File: src/ewp_pkg.sv
// package: constants, carriers and decode helper for the eeprom write-protect block
package ewp_pkg;
  // serial command opcodes
  localparam logic [7:0] OP_STATUS_WRITE = 8'h01;
  localparam logic [7:0] OP_ARRAY_WRITE = 8'h02;
  localparam logic [7:0] OP_LATCH_CLEAR = 8'h04;
  localparam logic [7:0] OP_STATUS_READ = 8'h05;
  localparam logic [7:0] OP_LATCH_SET = 8'h06;
  // status register bit positions
  localparam int SR_BUSY = 0;
  localparam int SR_LATCH = 1;
  localparam int SR_BP_LO = 2;
  localparam int SR_BP_HI = 3;
  localparam int SR_HWPE = 7;
  localparam logic [2:0] SR_UNUSED = 3'h0;
  // block-protect codes and first protected address of the quarter and half codes
  localparam logic [1:0] BP_NONE = 2'h0;
  localparam logic [1:0] BP_QUARTER = 2'h1;
  localparam logic [1:0] BP_HALF = 2'h2;
  localparam logic [12:0] BLK_QUARTER_BASE = 13'h1800;
  localparam logic [12:0] BLK_HALF_BASE = 13'h1000;
  // frame bit counts
  localparam logic [15:0] BITS_OPCODE = 16'h0008;
  localparam logic [15:0] BITS_STATUS_WRITE = 16'h0010;
  localparam logic [15:0] BITS_ADDR_HI = 16'h0010;
  localparam logic [15:0] BITS_ADDR_LO = 16'h0018;
  localparam logic [15:0] BITS_FIRST_DATA = 16'h0020;
  localparam logic [15:0] BITS_MAX = 16'hffff;
  localparam logic [15:0] CNT_ONE = 16'h0001;
  localparam logic [2:0] BYTE_PHASE0 = 3'h0;
  // synchroniser lanes
  localparam int SY_CS = 0;
  localparam int SY_SCK = 1;
  localparam int SY_SI = 2;
  localparam int SY_WP = 3;
  localparam logic [3:0] SYNC_RST = 4'h9;
  // apb register map
  localparam int APB_AW = 12;
  localparam logic [11:0] ADDR_STATUS = 12'h000;
  localparam logic [11:0] ADDR_CTRL = 12'h004;
  localparam logic [11:0] ADDR_EVENT = 12'h008;
  localparam int ST_HWPROT = 8;
  localparam int ST_WPPIN = 9;
  localparam int EV_REFUSED = 0;
  localparam int EV_ABANDON = 1;
  localparam logic [15:0] WTIME_RST = 16'h0400;
  localparam logic [1:0] BP_RST = 2'h0;
  localparam logic HWPE_RST = 1'b0;

  typedef struct packed {
    logic psel;
    logic penable;
    logic pwrite;
    logic [APB_AW-1:0] paddr;
    logic [31:0] pwdata;
  } ewp_apb_req_t;

  typedef struct packed {
    logic pready;
    logic pslverr;
    logic [31:0] prdata;
  } ewp_apb_rsp_t;

  typedef struct packed {
    logic wp_n;
    logic si;
    logic sck;
    logic cs_n;
  } ewp_spi_pins_t;

  // true when the address lies in a block that the code protects
  function automatic logic ewp_blocked(input logic [1:0] bp, input logic [12:0] addr);
    logic hit;
    hit = 1'b1;
    case (bp)
      BP_NONE: hit = 1'b0;
      BP_QUARTER: hit = (addr >= BLK_QUARTER_BASE);
      BP_HALF: hit = (addr >= BLK_HALF_BASE);
      default: hit = 1'b1;
    endcase
    return hit;
  endfunction : ewp_blocked
endpackage : ewp_pkg

File: src/ewp_core.sv
// serial write-protect core: frame decode, status bits, write guard and apb view
//
// Functional notes
// RULE1: status write changes only the protect-enable bit and both block-protect bits.
// RULE2: block-protect 00 none, 01 1800h-1FFFh, 10 1000h-1FFFh, 11 whole array.
// RULE3: hardware-protect enable is status bit 7, only gating the protect pin.
// RULE4: hardware protection on when protect pin low and enable bit set.
// RULE5: hardware protection off when pin high or enable bit clear.
// RULE6: hardware protection refuses status writes only, never array writes.
// RULE7: latch clear blocks all; set allows unprotected blocks and unguarded status.
// RULE8: write latch is cleared by power-up reset.
// RULE9: host sends latch-set command before each write; nothing else sets latch.
// RULE10: latch clears after every completed array or status write.
// RULE11: write starts only when deselect follows an exact command length.
// RULE12: array accesses during an internal write are ignored, cycle continues.
// RULE13: after reset: deselected, latch clear, serial output not driven.
// RULE14: internal write needs the latch; set and clear commands drive it.
// RULE15: block-protect bits readable at status bits 3 and 2 anytime.
// RULE16: busy bit 0 is high exactly while an internal write runs.
// RULE17: status write is opcode then one data byte, msb first, select held.
// RULE18: data for bits 6 to 4, latch and busy positions is ignored.
`timescale 1ns/100ps
module ewp_core (
  input wire logic clk_in,
  input wire logic arst_n_in,
  input wire ewp_pkg::ewp_apb_req_t apb_in,
  output ewp_pkg::ewp_apb_rsp_t apb_out,
  input wire ewp_pkg::ewp_spi_pins_t spi_in,
  output logic so_out,
  output logic so_oe_out,
  output logic commit_out,
  output logic [12:0] commit_addr_out,
  output logic [7:0] sr_out
);
  import ewp_pkg::*;

  typedef struct packed {
    logic [3:0] sync1;
    logic [3:0] sync2;
    logic sck_d;
    logic cs_d;
    logic [7:0] shift;
    logic [15:0] bitcnt;
    logic [7:0] opcode;
    logic [15:0] addr;
    logic hwpe;
    logic [1:0] bp;
    logic write_latch_flag;
    logic busy;
    logic [15:0] busy_cnt;
    logic so;
    logic so_oe;
    logic commit;
    logic [12:0] commit_addr;
    logic [15:0] wtime;
    logic refused;
    logic abandoned;
    logic pready;
    logic pslverr;
    logic [31:0] prdata;
  } ewp_state_t;

  localparam ewp_state_t STATE_RST = '{
    sync1: SYNC_RST, sync2: SYNC_RST, sck_d: 1'b0, cs_d: 1'b1,
    shift: 8'h00, bitcnt: 16'h0000, opcode: 8'h00, addr: 16'h0000,
    hwpe: HWPE_RST, bp: BP_RST, write_latch_flag: 1'b0, busy: 1'b0, busy_cnt: 16'h0000,
    so: 1'b0, so_oe: 1'b0, commit: 1'b0, commit_addr: 13'h0000,
    wtime: WTIME_RST, refused: 1'b0, abandoned: 1'b0,
    pready: 1'b0, pslverr: 1'b0, prdata: 32'h0000_0000
  };

  ewp_state_t r;
  ewp_state_t n;

  logic cs_low;
  logic cs_fall;
  logic cs_rise;
  logic sck_rise;
  logic sck_fall;
  logic byte_aligned;
  logic hw_prot;
  logic array_ok;
  logic status_ok;
  logic [7:0] sr_now;
  logic [7:0] in_byte;
  logic [15:0] cnt_inc;
  logic [15:0] wload;
  logic apb_access;
  logic apb_done;

  // only the second synchroniser stage and its delayed copy are looked at
  assign cs_low = !r.sync2[SY_CS];
  assign cs_fall = !r.sync2[SY_CS] && r.cs_d;
  assign cs_rise = r.sync2[SY_CS] && !r.cs_d;
  assign sck_rise = r.sync2[SY_SCK] && !r.sck_d;
  assign sck_fall = !r.sync2[SY_SCK] && r.sck_d;
  assign byte_aligned = (r.bitcnt[2:0] == BYTE_PHASE0);
  assign sr_now = {r.hwpe, SR_UNUSED, r.bp, r.write_latch_flag, r.busy}; // [RULE3] [RULE15] [RULE16]
  assign in_byte = {r.shift[6:0], r.sync2[SY_SI]};
  assign cnt_inc = (r.bitcnt == BITS_MAX) ? r.bitcnt : r.bitcnt + CNT_ONE;
  // a zero duration would make busy invisible, so one cycle is the floor
  assign wload = (r.wtime < CNT_ONE) ? CNT_ONE : r.wtime;
  assign apb_access = apb_in.psel && apb_in.penable;
  assign apb_done = apb_access && r.pready;

  ewp_guard u_guard (
    .wel_in(r.write_latch_flag),
    .hwpe_in(r.hwpe),
    .bp_in(r.bp),
    .wp_n_in(r.sync2[SY_WP]),
    .addr_in(r.addr[12:0]),
    .hw_prot_out(hw_prot),
    .array_ok_out(array_ok),
    .status_ok_out(status_ok)
  );

  always_comb begin
    n = r;
    n.sync1 = {spi_in.wp_n, spi_in.si, spi_in.sck, spi_in.cs_n};
    n.sync2 = r.sync1;
    n.sck_d = r.sync2[SY_SCK];
    n.cs_d = r.sync2[SY_CS];
    n.commit = 1'b0;

    // apb: one wait state, write lands on the completing edge
    n.pready = apb_access && !r.pready;
    if (apb_access && !r.pready) begin
      n.pslverr = 1'b0;
      n.prdata = 32'h0000_0000;
      case (apb_in.paddr)
        ADDR_STATUS: begin
          n.prdata[7:0] = sr_now; // [RULE15] [RULE16]
          n.prdata[ST_HWPROT] = hw_prot;
          n.prdata[ST_WPPIN] = r.sync2[SY_WP];
        end
        ADDR_CTRL: n.prdata[15:0] = r.wtime;
        ADDR_EVENT: begin
          n.prdata[EV_REFUSED] = r.refused;
          n.prdata[EV_ABANDON] = r.abandoned;
        end
        default: n.pslverr = 1'b1;
      endcase
    end
    if (apb_done && apb_in.pwrite) begin
      case (apb_in.paddr)
        ADDR_CTRL: n.wtime = apb_in.pwdata[15:0];
        ADDR_EVENT: begin
          // clears come first so a same-cycle event below still sets
          if (apb_in.pwdata[EV_REFUSED]) begin
            n.refused = 1'b0;
          end
          if (apb_in.pwdata[EV_ABANDON]) begin
            n.abandoned = 1'b0;
          end
        end
        default: ;
      endcase
    end

    // internal write timer
    if (r.busy) begin
      if (r.busy_cnt <= CNT_ONE) begin
        n.busy = 1'b0; // [RULE16]
        n.busy_cnt = 16'h0000;
      end else begin
        n.busy_cnt = r.busy_cnt - CNT_ONE;
      end
    end

    // serial frame: sample on rising clock, shift status out on falling
    if (cs_fall) begin
      n.bitcnt = 16'h0000;
      n.opcode = 8'h00;
    end else if (cs_low && sck_rise) begin
      n.shift = in_byte; // [RULE17]
      n.bitcnt = cnt_inc;
      if (cnt_inc == BITS_OPCODE) begin
        n.opcode = in_byte;
      end
      if (cnt_inc == BITS_ADDR_HI) begin
        n.addr[15:8] = in_byte;
      end
      if (cnt_inc == BITS_ADDR_LO) begin
        n.addr[7:0] = in_byte;
      end
    end
    if (cs_low && sck_fall && r.opcode == OP_STATUS_READ && r.bitcnt >= BITS_OPCODE) begin
      n.so = sr_now[~r.bitcnt[2:0]]; // [RULE15]
      n.so_oe = 1'b1;
    end

    if (cs_rise) begin
      n.so_oe = 1'b0; // [RULE13]
      case (r.opcode)
        OP_LATCH_SET: begin
          if (r.bitcnt == BITS_OPCODE) begin
            n.write_latch_flag = 1'b1; // [RULE14]
          end else begin
            n.abandoned = 1'b1;
          end
        end
        OP_LATCH_CLEAR: begin
          if (r.bitcnt == BITS_OPCODE) begin
            n.write_latch_flag = 1'b0; // [RULE14]
          end else begin
            n.abandoned = 1'b1;
          end
        end
        OP_STATUS_WRITE: begin
          if (r.busy) begin
            n.refused = 1'b1;
          end else if (r.bitcnt != BITS_STATUS_WRITE) begin
            n.abandoned = 1'b1; // [RULE11] [RULE17]
          end else if (status_ok) begin
            // only the nonvolatile bits are taken from the data byte
            n.hwpe = r.shift[SR_HWPE]; // [RULE1] [RULE18]
            n.bp = {r.shift[SR_BP_HI], r.shift[SR_BP_LO]}; // [RULE1] [RULE18]
            n.write_latch_flag = 1'b0; // [RULE10]
            n.busy = 1'b1;
            n.busy_cnt = wload;
          end else begin
            n.refused = 1'b1; // [RULE6] [RULE7]
          end
        end
        OP_ARRAY_WRITE: begin
          if (r.busy) begin
            n.refused = 1'b1; // [RULE12]
          end else if (r.bitcnt < BITS_FIRST_DATA || !byte_aligned) begin
            n.abandoned = 1'b1; // [RULE11]
          end else if (array_ok) begin
            n.commit = 1'b1; // [RULE14]
            n.commit_addr = r.addr[12:0];
            n.write_latch_flag = 1'b0; // [RULE10]
            n.busy = 1'b1;
            n.busy_cnt = wload;
          end else begin
            n.refused = 1'b1; // [RULE2] [RULE7]
          end
        end
        default: ;
      endcase
    end
  end

  always_ff @(posedge clk_in or negedge arst_n_in) begin
    if (!arst_n_in) begin
      r <= STATE_RST; // [RULE8] [RULE13]
    end else begin
      r <= n;
    end
  end

  assign apb_out = '{pready: r.pready, pslverr: r.pslverr, prdata: r.prdata};
  assign so_out = r.so;
  assign so_oe_out = r.so_oe;
  assign commit_out = r.commit;
  assign commit_addr_out = r.commit_addr;
  assign sr_out = {r.hwpe, SR_UNUSED, r.bp, r.write_latch_flag, r.busy};

  property p_wel_cleared_by_write;
    @(posedge clk_in) disable iff (!arst_n_in) $rose(r.busy) |-> !r.write_latch_flag && r.busy_cnt == $past(wload);
  endproperty
  a_wel_cleared_by_write: assert property (p_wel_cleared_by_write) // [RULE10]
    else $error("latch not cleared or wrong duration at write start");

  property p_status_guarded;
    @(posedge clk_in) disable iff (!arst_n_in)
      $changed({r.hwpe, r.bp}) |-> $past(cs_rise && r.write_latch_flag && !hw_prot && r.bitcnt == BITS_STATUS_WRITE);
  endproperty
  a_status_guarded: assert property (p_status_guarded) // [RULE6]
    else $error("status bits changed without a permitted status write");

  property p_block_decode;
    @(posedge clk_in) disable iff (!arst_n_in) r.commit |-> !ewp_blocked($past(r.bp), r.commit_addr);
  endproperty
  a_block_decode: assert property (p_block_decode) // [RULE2]
    else $error("array write committed into a protected block");

  property p_commit_needs_latch;
    @(posedge clk_in) disable iff (!arst_n_in) r.commit |-> $past(r.write_latch_flag) && r.busy;
  endproperty
  a_commit_needs_latch: assert property (p_commit_needs_latch) // [RULE14]
    else $error("array write committed without the latch");

  property p_commit_on_deselect;
    @(posedge clk_in) disable iff (!arst_n_in)
      r.commit |-> $past(cs_rise && byte_aligned && r.bitcnt >= BITS_FIRST_DATA);
  endproperty
  a_commit_on_deselect: assert property (p_commit_on_deselect) // [RULE11]
    else $error("array write committed without an exact deselect");

  property p_no_commit_when_busy;
    @(posedge clk_in) disable iff (!arst_n_in) r.busy ##1 r.busy |-> !r.commit;
  endproperty
  a_no_commit_when_busy: assert property (p_no_commit_when_busy) // [RULE12]
    else $error("array write accepted during an internal write");

  property p_busy_ends;
    @(posedge clk_in) disable iff (!arst_n_in) r.busy && r.busy_cnt == CNT_ONE |=> !r.busy;
  endproperty
  a_busy_ends: assert property (p_busy_ends) // [RULE16]
    else $error("busy flag outlived its write cycle");

  property p_hw_prot_off;
    @(posedge clk_in) disable iff (!arst_n_in) (r.sync2[SY_WP] || !r.hwpe) |-> !hw_prot;
  endproperty
  a_hw_prot_off: assert property (p_hw_prot_off) // [RULE5]
    else $error("hardware protection active with pin high or enable clear");

  property p_latch_set_by_cmd;
    @(posedge clk_in) disable iff (!arst_n_in)
      $rose(r.write_latch_flag) |-> $past(cs_rise && r.opcode == OP_LATCH_SET && r.bitcnt == BITS_OPCODE);
  endproperty
  a_latch_set_by_cmd: assert property (p_latch_set_by_cmd) // [RULE14]
    else $error("latch set by something other than a latch-set command");

  property p_so_quiet;
    @(posedge clk_in) disable iff (!arst_n_in) r.so_oe |-> r.opcode == OP_STATUS_READ && !r.cs_d;
  endproperty
  a_so_quiet: assert property (p_so_quiet) // [RULE13]
    else $error("serial output driven outside a status read");
endmodule : ewp_core

File: src/ewp_guard.sv
// permission matrix: latch, block-protect and hardware-protect decisions
`timescale 1ns/100ps
module ewp_guard (
  input wire logic wel_in,
  input wire logic hwpe_in,
  input wire logic [1:0] bp_in,
  input wire logic wp_n_in,
  input wire logic [12:0] addr_in,
  output logic hw_prot_out,
  output logic array_ok_out,
  output logic status_ok_out
);
  import ewp_pkg::*;

  assign hw_prot_out = hwpe_in && !wp_n_in; // [RULE3] [RULE4] [RULE5]
  // hardware protection never touches the array path
  assign array_ok_out = wel_in && !ewp_blocked(bp_in, addr_in); // [RULE2] [RULE6] [RULE7]
  assign status_ok_out = wel_in && !hw_prot_out; // [RULE6] [RULE7]
endmodule : ewp_guard

File: config.mk
export PLATFORM = sky130hd
export DESIGN_NAME = ewp_core
export DESIGN_NICKNAME = d
export VERILOG_FILES = /design/src/ewp_pkg.sv /design/src/ewp_core.sv /design/src/ewp_guard.sv
export SDC_FILE = /design/constraint.sdc
export NUM_CORES = 1
export LEC_CHECK = 0
export ABC_CLOCK_PERIOD_IN_PS = 2400
export BUFFER_PORTS_ARGS = -buffer_cell sky130_fd_sc_hd__buf_2
export CAP_MARGIN = 10
export CELL_PAD_IN_SITES_DETAIL_PLACEMENT = 2
export CELL_PAD_IN_SITES_GLOBAL_PLACEMENT = 2
export CORE_MARGIN = 2
export CORE_UTILIZATION = 33
export CTS_BUF_LIST = sky130_fd_sc_hd__clkbuf_16
export DETAILED_ROUTE_END_ITERATION = 10
export GPL_TIMING_DRIVEN = 1
export PLACE_DENSITY = 0.81
export SYNTH_ARGS = -nofsm -noshare
export SYNTH_HDL_FRONTEND = slang
export SYNTH_SLANG_ARGS = --single-unit
File: constraint.sdc
create_clock -name clk_in -period 2.4 [get_ports clk_in]
set_clock_uncertainty 0.15 [all_clocks]
set_input_delay 0.48 -clock clk_in [delete_from_list [all_inputs] [get_ports clk_in]]
set_output_delay 0.48 -clock clk_in [all_outputs]
set_load 0.005 [all_outputs]
# Word-level counts from Yosys, hierarchy flattened
# Cells that the tools add are included.
dict set report op_classes {
  n_addsub 2
  multipliers 0
  n_div 0
  n_lt_le_gt_ge 7
  eq_ne 23
  shift 0
  muxes 52
  bitwise 5
  reduce_logical 42
}
# cell n
set ops {}
lappend ops {{18-bit 2-to-1 mux} 6}
lappend ops {{14-bit 2-to-1 mux} 4}
lappend ops {{16-bit 2-to-1 mux} 3}
lappend ops {{40-bit 2-to-1 mux} 1}
lappend ops {{17-bit 2-to-1 mux} 2}
lappend ops {{17-bit one-hot mux with 2 select lines} 1}
lappend ops {{16-bit by 4-bit equality test with 1-bit output, second input constant} 2}
lappend ops {{16-bit by 5-bit equality test with 1-bit output, second input constant} 2}
lappend ops {{13-bit >= comparator, second input constant} 2}
lappend ops {{8-bit by 3-bit equality test with 1-bit output, second input constant} 3}
lappend ops {{24-bit 2-to-1 mux} 1}
lappend ops {{8-bit 2-to-1 mux} 3}
lappend ops {{1-bit 2-to-1 mux} 19}
lappend ops {{16-bit by 1-bit adder with 16-bit output, second input constant} 1}
lappend ops {{16-bit equality test, second input constant} 1}
lappend ops {{16-bit by 4-bit >= comparator with 1-bit output, second input constant} 1}
lappend ops {{16-bit by 1-bit <= comparator with 1-bit output, second input constant} 1}
lappend ops {{16-bit by 1-bit less-than comparator with 1-bit output, second input constant} 1}
lappend ops {{16-bit by 6-bit less-than comparator with 1-bit output, second input constant} 1}
lappend ops {{16-bit by 5-bit inequality test with 1-bit output, second input constant} 1}
lappend ops {{2-bit inequality test, second input constant} 8}
lappend ops {{8-bit one-hot mux with 2 select lines} 1}
lappend ops {{16-bit by 1-bit subtractor with 16-bit output, second input constant} 1}
lappend ops {{1-bit logical AND} 15}
lappend ops {{30 further kinds} 50}
dict set report totals {
  reg_bits 131
  latchBits 0
  mem_bits_rw 0
  romBits 0
  output_inout_bits 58
  memories 0
}

# Depth between registers and ports, before layout
dict set report logic_depth {
  word_depth 9
  depth_mapped 9
}

# Modules after synthesis
# From an unflattened synthesis, not the netlist that was laid out.
dict set report hier_totals {
  hier_cells 700
  hier_area_um2 6814.0
}
# module instances cells_each area_each_um2 seq_area_each_um2
set modules_own_cells {}
lappend modules_own_cells {ewp_core 1 695 6777.8 3210.6}
lappend modules_own_cells {ewp_guard 1 5 36.3 0.0}

# Least setup slack after synthesis
# OpenSTA, ideal clock, no wires.
dict set report synth_path {
  kind {register to register}
  startpoint {reg r[113] (netlist name)}
  endpoint {reg r[100] (netlist name)}
  arrival_time_ns 2.260
  slack_ns -0.135
  stages_incl_launch_ff 8
  path_buffers 0
  period_less_slack_ns 2.535
  path_cell_list {dfrtp_1 -> ha_1 -> nand4_1 -> nor4_1 -> mux2i_1 -> o2111a_1 -> nand4_2 -> mux2_2}
}
dict set report synth_between {
  elab_chain_cells 4
}
# element line_no
set synth_lines {}
lappend synth_lines {{start: declaration} ewp_core.sv:72} ;# ewp_state_t r;
lappend synth_lines {{start signal: assignment} ewp_core.sv:249} ;# r <= n;
lappend synth_lines {{16-bit by 1-bit adder with 16-bit output or 16-bit equality test (tied branches)} ewp_core.sv:100} ;# assign cnt_inc = (r.bitcnt == BITS_MAX) ? r.bitcnt : r.bitcnt + CNT_ONE;
lappend synth_lines {{16-bit 2-to-1 mux *} ewp_core.sv:100}
lappend synth_lines {{16-bit by 5-bit equality test with 1-bit output *} ewp_core.sv:180} ;# if (cnt_inc == BITS_ADDR_HI) begin
lappend synth_lines {{3-bit AND reduction (no source line) *} --}
# Every way passes the cells marked *; elsewhere a longest branch is shown, timed or not.
# A chain may end at the register's enable or synchronous reset.

# Worst setup path after layout
dict set report layout_path {
  startpoint {reg r[126] (netlist name)}
  endpoint {reg r[93] (netlist name)}
}
dict set report layout_between {
  elab_chain_cells 4
}
# element line_no
set layout_lines {}
lappend layout_lines {{16-bit by 1-bit adder with 16-bit output or 16-bit equality test (tied branches)} ewp_core.sv:100}
lappend layout_lines {{16-bit 2-to-1 mux *} ewp_core.sv:100}
lappend layout_lines {{16-bit by 5-bit equality test with 1-bit output *} ewp_core.sv:183} ;# if (cnt_inc == BITS_ADDR_LO) begin
lappend layout_lines {{3-bit AND reduction (no source line) *} --}
# Marked as above.

==> reports/qor.yml <==
status:
  status: "finished, violations left"
  violations: "setup timing"
final_layout:
  drive_gt1_share_pct: 42.8
  final_core_util_pct: 44.1
  postLayoutCellArea_sq_um: 8840
  fin_cells: 1067
  fill_cells: 2105
  finalNetCount: 841
  syn2layout_area_growth_pct: 32.2
  diodes: 0
timing:
  max_freq_mhz: 377
  hold_viol: 0
  tns_ns: -6.29
  setup_slack_ns: -0.254
  worst_pin_slew_ns: 0.506
  maxSlewHeadroom_pct: 65.9
  fin_crit_sh_pct: 111
  maxSlewViolCount: 0
  period_minus_slack_ns: 2.65
  setup_viol: 48
  rsz0062_at_grt: "yes"
setup_path:
  cp_slowest_cell: "dfrtp_2"
  worstPathCellList: "nand4_1, buf_4, nor2_1, nand3_1, o21ai_0, buf_4, nand4_4, mux2_4"
  crit_top_cell: "buf_4"
  r2r_slack_ns: -0.25
  crit_path_start: "r[126]$_DFFE_PN0P_"
  critPathMaxStageDelay_ns: 0.48
  worstPathRequired_ns: 2.57
  cp.arrival_ns: 2.82
  end_kind: "register"
  start_kind: "register"
  rr_worst_depth: 8
  worstSetupPathType: "register to register"
  crit_family: "simple AND/OR/NAND/NOR gates"
  reg2reg_from: "r[126]$_DFFE_PN0P_"
  r2r_end: "r[93]$_DFFE_PN0P_"
  crit_fanout: 8
  path_buf_inv: 2
floorplanning:
  start_util_pct: 33.4
  coreArea_sq_um: 20000
  io_pins: 111
  die_width_microns: 146
  die_area_sq_um: 21400
  die_h_microns: 146
  fp-row-count: 52
hold_path:
  hold_path_depth: 2
  hp-start: "apb_in[11]"
  timing.hold.worst_endpoint: "r[47]$_DFFE_PN0P_"
  hold_class: "input port to register"
routing:
  viasPerCell: 5.38
  drt_iter0_drc: 280
  wirelength_microns: 25300
  post_drt_wl_per_cell_microns: 23.7
  drc_errors: 0
  vias: 5737
  dr.pass1.iters: 4
  detail-route-antenna-nets: 0
synthesis:
  synth_top_area_cell: "dfrtp_1"
  synth.distinct_cells: 68
  synthCells: 633
  synthFlopType: "dfrtp_1"
  synth.top_cell.area_share_pct: 45.7
  synth_edf_count: 0
  synth_area_per_cell_sq_um: 10.6
  synthTopCellsByArea: "dfrtp_1 (46%), mux2_2 (7.2%), buf_4 (6.6%)"
  synthSimpleGateAreaFrac_pct: 17.7
  synth_compound_area_share_pct: 12.5
  syn_area_sq_um: 6690
  yosys_register_bits: 128
  synthMostInstantiatedCell: "dfrtp_1"
  synthTopCellsByCount: "dfrtp_1 (122), nand2_1 (71), buf_4 (59), mux2_2 (43), nor2_1 (32)"
  ys_async_sr_fraction_pct: 100
  synth-adder-area-share_pct: 0.748
  ys_warn_count: 0
  synth_top_family_by_area: "simple AND/OR/NAND/NOR gates"
  synth_xor_xnor_area_share_pct: 1.44
  seq_area_frac_synth_pct: 48.0
  synth_mux_area_share_pct: 10.5
power_and_ir_drop:
  cellPowerDensity_nw_per_um2: 582
  p_leak_nw: 4.34
  peakVddDrop_v: 0.000422
placed_design:
  post-dp-hpwl_microns: 16300
  gp_congestion: 0.869
  dp.cells: 1006
  io_buffers: 75
  pre_cts_slack_ns: -0.375
  post_dp_cell_area_sq_um: 7690
global_route:
  grt_pass1_wl_microns: 39700
  grt_overflow: 0
  grt_max_degree: 58
  gr-usage-all-layers_pct: 23.9
  grt_pass1_vias: 6647
  antenna_found_initial: 0
clocking:
  path_clk_slew_ns: 0.07
  cts_buffer_depth: 2
  h-tree-depth: 4
  clock-sinks: 128
  cts_made_buffers: 17
  cts_tree: "done"
  clkLatencyLatePin_ns: 0.44
  root_buffer: "clkbuf_16"
run:
  cap_violations: 0
[flip-flops by register name, indices dropped and copies added, names as in the netlist]
name             cells
r                   75
apb_out             18
commit_addr_out     13
in_byte              8
n                    6
sr_out               5
commit_out           1
so_oe_out            1
so_out               1
[cells by family (layout without fill, tap and decap cells)]
family / Yosys count / in the layout
adders and majority gates: 4 / 4
AOI/OAI and AO/OA: 119 / 119
other: 1 / 19
muxes: 63 / 63
buffers and inverters: 97 / 243
xor gates and xnor gates: 11 / 11
DFF: 128 / 128
and+or+nand+nor: 210 / 210
[area by class of cell]
type / count / area [sq um] / area share (%)
well taps: 270 / 338 / 3.82
repair buffers: 198 / 1390 / 15.7
clock buffers: 17 / 425 / 4.81
multi-input cells: 426 / 3260 / 36.8
flip-flops and latches: 128 / 3220 / 36.5
inverters: 13 / 48.8 / 0.552
clock inverters: 15 / 163 / 1.84
[timing repair]
action                                  CTS  global route
cloned                                    0             1
hold buffers                              5             0
endpoints found under the setup margin   52            58
pin swaps                                15            12
hold endpoints to repair                 32             0
buffers inserted                         15             8
resized for setup                        57            24
[routing by layer]
| layer | GRT usage (%) | up-vias | wire, microns |
|---|---|---|---|
| li1 | - | 2532 | - |
| met1 | 26.9 | 2995 | 9760 |
| met2 | 44.9 | 161 | 13900 |
| met3 | 4.25 | 49 | 954 |
| met4 | 8.98 | 0 | 744 |
| met5 | 0 | - | 0 |
[report_power, final]
group	total (mW)	internal, mW	switching [mW]	leakage [nW]
logic	0.248	0.0900	0.158	2.33
clock network	2.65	1.48	1.18	0.285
registers	2.24	2.20	0.0437	1.73
total	5.14	3.76	1.38	4.34
[layout by cell type (no fill, tap or decap), types with 14 or more instances in the layout]
| cell type | Yosys | routed |
|---|---|---|
| dfrtp_1 | 122 | 112 |
| buf_4 | 59 | 107 |
| buf_2 | 10 | 75 |
| nand2_1 | 71 | 70 |
| mux2_2 | 43 | 38 |
| nor2_1 | 32 | 31 |
| o21ai_0 | 26 | 23 |
| a22o_1 | 21 | 21 |
| conb_1 | 1 | 19 |
| clkbuf_16 | 0 | 17 |
| a21oi_1 | 17 | 16 |
| nor4_1 | 18 | 14 |
| mux2i_1 | 16 | 14 |
[worst max-delay path by stage]
stage                                       to  cells past startpoint
6_report                     r[93]$_DFFE_PN0P_                      8
5_1_grt                      r[93]$_DFFE_PN0P_                      8
4_1_cts         commit_addr_out[1]$_DFFE_PN0P_                      7
3_5_place_dp                 r[99]$_DFFE_PN0P_                      7
3_3_place_gp                 r[98]$_DFFE_PN0P_                      7
2_1_floorplan  commit_addr_out[10]$_DFFE_PN0P_                      6
[per-stage QoR]
| stage | hold WS (ns) | total power, mW |
|---|---|---|
| 2_1_floorplan | 0.0344 | 2.37 |
| 3_3_place_gp | 0.184 | 2.47 |
| 3_5_place_dp | 0.193 | 2.50 |
| 4_1_cts | 0.123 | 5.15 |
| 5_1_grt | 0.134 | 5.30 |
| 6_report | 0.130 | 5.14 |
Note: power is estimated with default switching activity, not from simulation.
